===== config.mk =====
export PLATFORM = sky130hd
export DESIGN_NAME = xor_dir_exec
export DESIGN_NICKNAME = d
export VERILOG_FILES = /design/src/verilog/xor_dir_pkg.sv /design/src/verilog/file_reg_mem.sv /design/src/verilog/xor_dir_exec.sv
export SDC_FILE = /design/constraint.sdc
export NUM_CORES = 1
export LEC_CHECK = 0
export ABC_AREA = 0
export BUFFER_PORTS_ARGS = -buffer_cell sky130_fd_sc_hd__buf_2
export CORE_AREA = 2 2 181 139
export CTS_CLUSTER_DIAMETER = 150
export DETAILED_ROUTE_END_ITERATION = 12
export DIE_AREA = 0 0 183 141
export PLACE_DENSITY = 0.68
export SLEW_MARGIN = 0
export SYNTH_ARGS = -nofsm -noshare
export SYNTH_HDL_FRONTEND = slang
export SYNTH_SLANG_ARGS = --single-unit

===== constraint.sdc =====
create_clock -name i_core_clk -period 5.05 [get_ports i_core_clk]
set_input_delay 1.01 -clock i_core_clk [delete_from_list [all_inputs] [get_ports i_core_clk]]
set_output_delay 1.01 -clock i_core_clk [all_outputs]
set_load 0.005 [all_outputs]

===== src/verilog/xor_dir_pkg.sv =====
// constants for the exclusive-or and direction-load execute block
package xor_dir_pkg;
  localparam int unsigned INSN_W     = 12;
  localparam int unsigned DATA_W     = 8;
  localparam int unsigned FADDR_W    = 5;
  localparam int unsigned FILE_DEPTH = 32;
  // instruction patterns
  localparam logic [8:0]  DIR_LOAD_TOP    = 9'h000;
  localparam logic [2:0]  DIR_PORT_INDEX  = 3'h6;
  localparam logic [5:0]  FILE_XOR_TOP    = 6'h06;
  localparam logic [3:0]  IMM_XOR_TOP     = 4'hF;
  // field positions
  localparam int unsigned DEST_BIT        = 5;
  // reset values
  localparam logic [7:0]  ACC_RESET       = 8'h00;
  localparam logic [7:0]  DIR_RESET       = 8'hFF;
  localparam logic [7:0]  FILE_RESET      = 8'h00;
  typedef enum logic [1:0] {
    OP_NONE,
    OP_DIR_LOAD,
    OP_FILE_XOR,
    OP_IMM_XOR
  } op_t;
endpackage


===== src/verilog/file_reg_mem.sv =====
// small file-register memory with registered read data
module file_reg_mem #(
  parameter int unsigned DEPTH = 32,
  parameter int unsigned AW    = 5,
  parameter int unsigned DW    = 8
) (
  input  wire logic          i_core_clk,
  input  wire logic          i_rst_n,
  input  wire logic [AW-1:0] i_raddr,
  output logic      [DW-1:0] o_rdata,
  input  wire logic          i_we,
  input  wire logic [AW-1:0] i_waddr,
  input  wire logic [DW-1:0] i_wdata
);
  logic [DW-1:0] mem_q [DEPTH];
  logic [DW-1:0] rdata_d;

  always_comb
  begin
    rdata_d = mem_q[i_raddr];
    // write-through keeps a read after a write in the same cycle coherent
    if (i_we && (i_waddr == i_raddr))
    begin
      rdata_d = i_wdata;
    end
  end

  always_ff @(posedge i_core_clk or negedge i_rst_n)
  begin
    if (!i_rst_n)
    begin
      o_rdata <= xor_dir_pkg::FILE_RESET;
      for (int i = 0; i < DEPTH; i++)
      begin
        mem_q[i] <= xor_dir_pkg::FILE_RESET;
      end
    end
    else
    begin
      o_rdata <= rdata_d;
      if (i_we)
      begin
        mem_q[i_waddr] <= i_wdata;
      end
    end
  end
endmodule


===== src/verilog/xor_dir_exec.sv =====
// decode and execute of direction load, file and immediate exclusive-or
module xor_dir_exec #(
  parameter int unsigned DATA_W  = xor_dir_pkg::DATA_W,
  parameter int unsigned FADDR_W = xor_dir_pkg::FADDR_W
) (
  input  wire logic                            i_core_clk,
  input  wire logic                            i_rst_n,
  input  wire logic                            i_insn_valid,
  input  wire logic [xor_dir_pkg::INSN_W-1:0]  i_insn,
  input  wire logic [FADDR_W-1:0]              i_faddr_next,
  output logic                                 o_insn_ready,
  output logic      [DATA_W-1:0]               o_acc,
  output logic      [DATA_W-1:0]               o_pin_dir,
  output logic                                 o_zero,
  output logic                                 o_file_we,
  output logic      [FADDR_W-1:0]              o_file_addr,
  output logic      [DATA_W-1:0]               o_file_wdata,
  output logic                                 o_bad_insn
);
  // ----------------------------------------------------------------
  // decode
  // ----------------------------------------------------------------
  // every instruction here completes in one cycle, so the core never stalls
  assign o_insn_ready = 1'b1;

  function automatic xor_dir_pkg::op_t decode(input logic [xor_dir_pkg::INSN_W-1:0] w);
    xor_dir_pkg::op_t op;
    op = xor_dir_pkg::OP_NONE;
    if (w[11:3] == xor_dir_pkg::DIR_LOAD_TOP && w[2:0] != 3'h0)
    begin
      op = xor_dir_pkg::OP_DIR_LOAD;
    end
    else if (w[11:6] == xor_dir_pkg::FILE_XOR_TOP)
    begin
      op = xor_dir_pkg::OP_FILE_XOR;
    end
    else if (w[11:8] == xor_dir_pkg::IMM_XOR_TOP)
    begin
      op = xor_dir_pkg::OP_IMM_XOR;
    end
    return op;
  endfunction

  xor_dir_pkg::op_t op;
  logic [DATA_W-1:0] file_rdata;
  logic [DATA_W-1:0] result;
  logic              dest_file;

  assign op        = i_insn_valid ? decode(i_insn) : xor_dir_pkg::OP_NONE;
  assign dest_file = i_insn[xor_dir_pkg::DEST_BIT];

  // ----------------------------------------------------------------
  // file register storage
  // ----------------------------------------------------------------
  // read address is presented one cycle early by the fetch stage, so the
  // registered read data lines up with the instruction word
  file_reg_mem #(
    .DEPTH (xor_dir_pkg::FILE_DEPTH),
    .AW    (FADDR_W),
    .DW    (DATA_W)
  ) u_file (
    .i_core_clk (i_core_clk),
    .i_rst_n    (i_rst_n),
    .i_raddr    (i_faddr_next),
    .o_rdata    (file_rdata),
    .i_we       (o_file_we),
    .i_waddr    (o_file_addr),
    .i_wdata    (o_file_wdata)
  );

  // ----------------------------------------------------------------
  // execute
  // ----------------------------------------------------------------
  logic [DATA_W-1:0] acc_d;
  logic [DATA_W-1:0] dir_d;
  logic              zero_d;
  logic              bad_d;

  always_comb
  begin
    acc_d        = o_acc;
    dir_d        = o_pin_dir;
    zero_d       = o_zero;
    bad_d        = 1'b0;
    result       = '0;
    o_file_we    = 1'b0;
    o_file_addr  = i_insn[FADDR_W-1:0];
    o_file_wdata = '0;
    case (op)
      xor_dir_pkg::OP_DIR_LOAD:
      begin
        if (i_insn[2:0] == xor_dir_pkg::DIR_PORT_INDEX)
        begin
          dir_d = o_acc;
        end
        else
        begin
          // other indices have no direction register: ignored, flagged
          bad_d = 1'b1;
        end
      end
      xor_dir_pkg::OP_FILE_XOR:
      begin
        result = o_acc ^ file_rdata;
        zero_d = (result == '0);
        if (dest_file)
        begin
          o_file_we    = 1'b1;
          o_file_wdata = result;
        end
        else
        begin
          acc_d = result;
        end
      end
      xor_dir_pkg::OP_IMM_XOR:
      begin
        result = o_acc ^ i_insn[DATA_W-1:0];
        acc_d  = result;
        zero_d = (result == '0);
      end
      default:
      begin
        bad_d = 1'b0;
      end
    endcase
  end

  always_ff @(posedge i_core_clk or negedge i_rst_n)
  begin
    if (!i_rst_n)
    begin
      o_acc      <= xor_dir_pkg::ACC_RESET;
      o_pin_dir  <= xor_dir_pkg::DIR_RESET;
      o_zero     <= 1'b0;
      o_bad_insn <= 1'b0;
    end
    else
    begin
      o_acc      <= acc_d;
      o_pin_dir  <= dir_d;
      o_zero     <= zero_d;
      o_bad_insn <= bad_d;
    end
  end

  // ----------------------------------------------------------------
  // checks
  // ----------------------------------------------------------------
  property p_dir_load;
    @(posedge i_core_clk) disable iff (!i_rst_n)
    (op == xor_dir_pkg::OP_DIR_LOAD && i_insn[2:0] == xor_dir_pkg::DIR_PORT_INDEX)
      |=> (o_pin_dir == $past(o_acc)) && $stable(o_zero);
  endproperty
  a_dir_load: assert property (p_dir_load) else $error("direction load wrong");

  property p_dir_bad_index;
    @(posedge i_core_clk) disable iff (!i_rst_n)
    (op == xor_dir_pkg::OP_DIR_LOAD && i_insn[2:0] != xor_dir_pkg::DIR_PORT_INDEX)
      |=> $stable(o_pin_dir) && o_bad_insn;
  endproperty
  a_dir_bad_index: assert property (p_dir_bad_index) else $error("bad index took");

  property p_file_zero;
    @(posedge i_core_clk) disable iff (!i_rst_n)
    (op == xor_dir_pkg::OP_FILE_XOR) |=> o_zero == ($past(o_acc ^ file_rdata) == '0);
  endproperty
  a_file_zero: assert property (p_file_zero) else $error("file xor zero wrong");

  property p_dest_acc;
    @(posedge i_core_clk) disable iff (!i_rst_n)
    (op == xor_dir_pkg::OP_FILE_XOR && !dest_file)
      |-> !o_file_we ##1 o_acc == $past(o_acc ^ file_rdata);
  endproperty
  a_dest_acc: assert property (p_dest_acc) else $error("dest 0 wrong");

  property p_dest_file;
    @(posedge i_core_clk) disable iff (!i_rst_n)
    (op == xor_dir_pkg::OP_FILE_XOR && dest_file)
      |-> o_file_we && o_file_wdata == (o_acc ^ file_rdata) ##1 $stable(o_acc);
  endproperty
  a_dest_file: assert property (p_dest_file) else $error("dest 1 wrong");

  property p_imm;
    @(posedge i_core_clk) disable iff (!i_rst_n)
    (op == xor_dir_pkg::OP_IMM_XOR)
      |=> o_acc == ($past(o_acc) ^ $past(i_insn[7:0])) && o_zero == (o_acc == '0);
  endproperty
  a_imm: assert property (p_imm) else $error("immediate xor wrong");

  property p_idle_hold;
    @(posedge i_core_clk) disable iff (!i_rst_n)
    (op == xor_dir_pkg::OP_NONE) |=> $stable(o_acc) && $stable(o_pin_dir) && $stable(o_zero);
  endproperty
  a_idle_hold: assert property (p_idle_hold) else $error("state moved when idle");

  property p_no_stray_write;
    @(posedge i_core_clk) disable iff (!i_rst_n)
    o_file_we |-> (op == xor_dir_pkg::OP_FILE_XOR && dest_file);
  endproperty
  a_no_stray_write: assert property (p_no_stray_write) else $error("stray file write");

  c_dir_load: cover property (@(posedge i_core_clk) op == xor_dir_pkg::OP_DIR_LOAD);
  c_file_acc: cover property (@(posedge i_core_clk) op == xor_dir_pkg::OP_FILE_XOR && !dest_file);
  c_file_mem: cover property (@(posedge i_core_clk) o_file_we);
  c_imm_zero: cover property (@(posedge i_core_clk) op == xor_dir_pkg::OP_IMM_XOR ##1 o_zero);
endmodule


* After elaboration in Yosys (flattened, before gate mapping)
Index checks and enable logic that the tools add are counted.
** Cells by class
- Eq/ne operators :: 8
- Bitwise operators :: 4
- Multiplexer cells :: 20
- $lt $le $gt $ge :: 3
- Reductions and logical operators :: 10
** Operator list (number)
- bitwise mux 256 bit :: 1
- two-way mux 8 bit :: 7
- binary-select mux 8 bit (select 5 bit) :: 1
- demux 8 bit (select 5 bit) :: 1
- logical NOT 8 bit :: 2
- case mux 8 bit (2 select lines) :: 1
- bitwise XOR 8 bit :: 2
- greater-or-equal comparator 6 bit (second input constant) :: 2
- NOT 5 -> 6 bit :: 2
- logical NOT 9 bit :: 1
- two-way mux 2 bit :: 4
- equality test 6 x 3 -> 1 bit (second input constant) :: 1
- less-than comparator 6 x 1 -> 1 bit (second input constant) :: 1
- equality test 5 bit :: 1
- equality test 2 bit (second input constant) :: 2
- equality test 4 bit (second input constant) :: 1
- two-way mux 1 bit :: 4
- AND reduction 2 bit :: 2
- equality test 3 bit (second input constant) :: 1
- logical AND 1 bit :: 3
- nonzero test 3 bit :: 1
- equality test 2 x 1 -> 1 bit (second input constant) :: 1
- != test 2 bit (second input constant) :: 1
- case mux 1 bit (2 select lines) :: 1
- nonzero test 2 bit :: 1
** Storage, ports and cells
- Register bits :: 282
- Output and inout port bits :: 33

* Longest topological paths before layout
- Depth in word-level cells :: 9
- Gate-level depth with buffers :: 9
- Depth with buffers taken out :: 6

* Cells and area by module
From an unflattened synthesis, not the netlist that was laid out.
** Second synthesis, totals
- Cells, all modules :: 938
- Area total of the unflattened synthesis :: 13500.4 µm²
** By module, submodules not included
- file_reg_mem :: seq. area each 6606.3 µm², area an instance 12393.1 µm², instances 1, cells each 838
- xor_dir_exec :: seq. area each 460.4 µm², area an instance 1107.3 µm², instances 1, cells each 100

* Least setup slack after synthesis
No wires, ideal clock.
- Path kind :: input -> output
- Start point :: input i_insn[9] in the netlist's numbering
- End point :: output o_file_wdata[7]
- Required time :: 4.040 ns
- Slack :: 1.683 ns
- Stages on the path :: 7
- Data arrival time :: 2.357 ns
- Cell sequence :: or4_4 -> nor2_8 -> nand2_4 -> or2_1 -> buf_6 -> clkinv_4 -> buf_6
** On the way
- Cells in the longest elaborated chain, start to end :: 7
- Elaborated cells between the ends (all ways) :: 10
- Classes of those cells :: 3 x eq/ne; 5 x mux; 2 x reduce/logical
** Ends and longest elaborated chain
- from (decl) :: line xor_dir_exec.sv:9 : input wire logic [xor_dir_pkg::INSN_W-1:0] i_insn,
- equality test 4 bit :: line xor_dir_exec.sv:37 : else if (w[11:8] == xor_dir_pkg::IMM_XOR_TOP)
- two-way mux 2 bit :: line xor_dir_exec.sv:37
- two-way mux 2 bit :: line xor_dir_exec.sv:33 : else if (w[11:6] == xor_dir_pkg::FILE_XOR_TOP)
- two-way mux 2 bit * :: line xor_dir_exec.sv:29 : if (w[11:3] == xor_dir_pkg::DIR_LOAD_TOP && w[2:0] != 3'h0)
- two-way mux 2 bit * :: line xor_dir_exec.sv:49 : assign op = i_insn_valid ? decode(i_insn) : xor_dir_pkg::OP_NONE;
- equality test 2 bit * :: line xor_dir_exec.sv:89 : case (op)
- two-way mux 8 bit * :: line xor_dir_exec.sv:89
- to (decl) :: line xor_dir_exec.sv:17 : output logic [DATA_W-1:0] o_file_wdata,
Mark *: on every way between the ends. The rest lies on a longest branch, timed or not.

* Worst setup path in the final report
Ends and elaborated chain as after synthesis.

==> results by group <==
Layout
  – Design Area, Final: 0.0142 mm2
  – Layout Utilization: 0.587
  – ANT cells: 0
  – Synthesis-to-finish area growth: 9.43%
  – Layout net count: approximately 1200
  – Layout cells sized above 1: 0.212
  – Fin cells: between 1000 and 1500

Setup path
  – Ordered list of cells on the worst path: buf_2 > or4_4 > nor2_8 > nand2_4 > or2_1 > clkinv_4 > buf_2
  – Most frequent CP cell: buf_2
  – CP endpoint kind: primary output
  – Crit path kind: input pin to primary output
  – Max incr delay on CP: 0.61 ns
  – CP Data Required Time: 4.04 ns
  – Family with the most delay on the worst path: simple AND/OR/NAND/NOR gates
  – Startpoint types: input pin
  – Critical path peak fanout: 24
  – Crit path buf inv count: 3
  – Critical Path AT: 2.85 ns
  – Worst path slowest cell: or4_4

Synthesis
  – Seq cells post-synth: ~280
  – Synthesized area per cell: approximately 11 um2
  – Ranking of synthesized cells by area: dfrtp_1, mux4_2, a21oi_1
  – Dominant synthesized flop cell: dfrtp_1
  – Post-synth EDFFs: 0
  – Cells after Synth: 1134
  – Most numerous cell in the Yosys netlist: dfrtp_1
  – Syn Nets: between 1000 and 1500
  – Async S/R FF share, synth: 1.00
  – Top cells by count, synth: dfrtp_1, nor2_1, a21oi_1
  – Ys Warns: 0
  – Post-synthesis cell area: 0.0130 mm2
  – Seq/Total Area, Yosys: 0.543
  – Top cell type's share of synthesized area: 0.527
  – Distinct cells, synth: 53
  – Cell taking the most area after synthesis: dfrtp_1

CTS
  – TritonCTS clock tree: built
  – Clock root cell: clkbuf_16
  – Sinks on Clock Net: 282
  – CTS max path bufs: 3
  – # H-tree levels: 1
  – Hold-fix buffers, CTS: 0
  – Post_cts resized: 0
  – TritonCTS Buffers: 27
  – CTS clk-pin slew, worst paths: 0.06 ns
  – Post-CTS Setup Inserts: 0
  – Worst-skew pair later-pin latency: 0.54 ns

Place
  – Area after DPL: 0.0134 mm2
  – RePlAce Congestion: between 0.8 and 0.9
  – Detail Placement HPWL: 20.2 mm
  – IO Port Bufs: 51
  – Cell total after placement: about 1400

GRT
  – Vias in the first global route: 8754
  – Initial antenna violation count: 0
  – Largest net degree at the start of global routing: ~120
  – GRT Residual Overflow: 0
  – First-pass GRT wire length: 50.4 mm
  – GR Util All Layers: 0.254

Route
  – DRC errors left: 0
  – Via density: 6.05
  – Antenna Nets Post-Route: 0
  – DRT Pass-1 Iters: 5
  – Drt total wl: 31.7 mm
  – Iter 0 DRT Violations: 678
  – Routed wire per std cell: 21.6 um
  – Vias post-DR: 8866

STA
  – Tmin final: between 3 and 4 ns
  – Final TNS setup: 0 ns
  – Worst rel slew slack: 0.335
  – Worst Tran Pin Value: around 1 ns
  – RSZ-0062 raised after global routing: false
  – Clock skew: 0.00811 ns
  – Final setup vio count: 0
  – Final hold viol count: 0
  – Tcrit/Tclk final: 0.765
  – Slew Limit Fails: 0
  – Max Clk Rate: roughly 0.26 GHz

Power and ir drop
  – Worst vdd ir: between 200 and 250 uV
  – Pwr/cell area: 374 mW/mm2
  – LEAKAGE: 6.67 nW

Run status
  – Status: complete, no violations

Floorplan
  – Die area: 0.0258 mm2
  – Core area: about 0.024 mm2
  – Initial Utilization: 0.536
  – I/O pin total: 53
  – Die X: 183 um
  – Die Height: 141 um
  – Row cnt: 50

Run
  – Maxcap violations: 0

Worst hold path
  – Worst Hold Class: flip-flop to flip-flop
==> worst register-to-register path, delay by kind of cell (launching register included) <==
family	cells	cell delay, ns
buffers and inverters	1	0.29
multiplexers	1	0.37
flip-flops	1	0.47
XOR/XNOR	1	0.38
AND/OR/NAND/NOR	1	0.42
==> final timing paths <==
path	startpoint	end	cells after the start	slack, ns
worst max-delay path	i_insn[9]	o_file_wdata[7]	7	1.19
worst min-delay path	u_file.mem_q[230]	u_file.mem_q[230]	2	0.48
worst max register to register	o_acc[7]	u_file.mem_q[71]	4	3.00
worst min register to register	u_file.mem_q[230]	u_file.mem_q[230]	2	0.48
max in group asynchronous	i_rst_n	u_file.mem_q[49]	2	3.37
min in group asynchronous	i_rst_n	o_acc[6]	1	0.52
==> stage by stage <==
step,setup slack [ns],hold WS (ns),total power [W]
2_1_floorplan,1.68,0.445,0.00292
3_3_place_gp,1.29,0.458,0.00336
3_5_place_dp,1.24,0.465,0.00336
4_1_cts,1.22,0.479,0.00536
5_1_grt,1.14,0.501,0.00553
6_report,1.19,0.477,0.00533
==> cell type report <==
type | count | area (um2)
Clock buffer | 41 | 808
Clock inverter | 7 | 63.8
Fill cell | 1994 | 10000
Inverter | 7 | 31.3
Multi-Input combinational cell | 749 | 5460
Sequential cell | 282 | 7070
Tap cell | 312 | 390
Timing Repair Buffer | 67 | 425
==> registers in the layout, summed over array words and instances (netlist names) <==
register and flops:
o_acc 8, u_file.o_rdata 8, u_file.mem_q 256, o_zero 1, o_pin_dir 8, o_bad_insn 1
==> cells by family (layout without fill, tap and decap cells) <==
group | Yosys count | after routing | synth area share
muxes | 105 | 105 | 0.145
AOI/OAI and AO/OA | 275 | 275 | 0.112
and+or+nand+nor | 338 | 338 | 0.138
DFF | 282 | 282 | 0.543
buffers and inverters | 103 | 122 | 0.0420
xor gates and xnor gates | 30 | 30 | 0.0202
other | 1 | 1 | 0.000288
==> report_power, final <==
group	switching (W)	internal, W	total, W
clock network	0.000860	0.00115	0.00201
logic	0.000682	0.000241	0.000923
registers	0.0000880	0.00231	0.00240
==> cells in the final DEF (no fill, tap or decap), types with 3 or more instances in the layout <==
master     count
dfrtp_1      274
nor2_1       181
a21oi_1      170
nand2_1       68
mux4_2        64
o21ai_0       63
buf_2         49
o22ai_1       30
clkbuf_16     27
mux2_2        23
xnor2_1       17
nand3_1       16
buf_4         14
nor3_4        13
mux2i_1       10
mux2_1         8
clkbuf_8       8
dfstp_2        8
xnor2_2        7
or4_1          7
o221ai_1       7
nand3b_1       6
xor2_1         6
clkbuf_1       6
inv_1          5
nand4_1        5
clkinv_2       5
or3_1          4
nor3_1         4
nor4_4         4
and3_1         4
nor2b_1        3
nor3b_4        3
and2_1         3
buf_12         3
==> routing by layer <==
| layer | wire [um] | vias to the layer above | global-route usage |
|---|---|---|---|
| li1 | - | 4020 | - |
| met1 | 14600 | 4476 | 0.387 |
| met2 | 13700 | 319 | 0.366 |
| met3 | 2700 | 51 | 0.0648 |
| met4 | 669 | 0 | 0.0636 |
| met5 | 0 | - | 0 |
(Power assumes the default switching activity.)
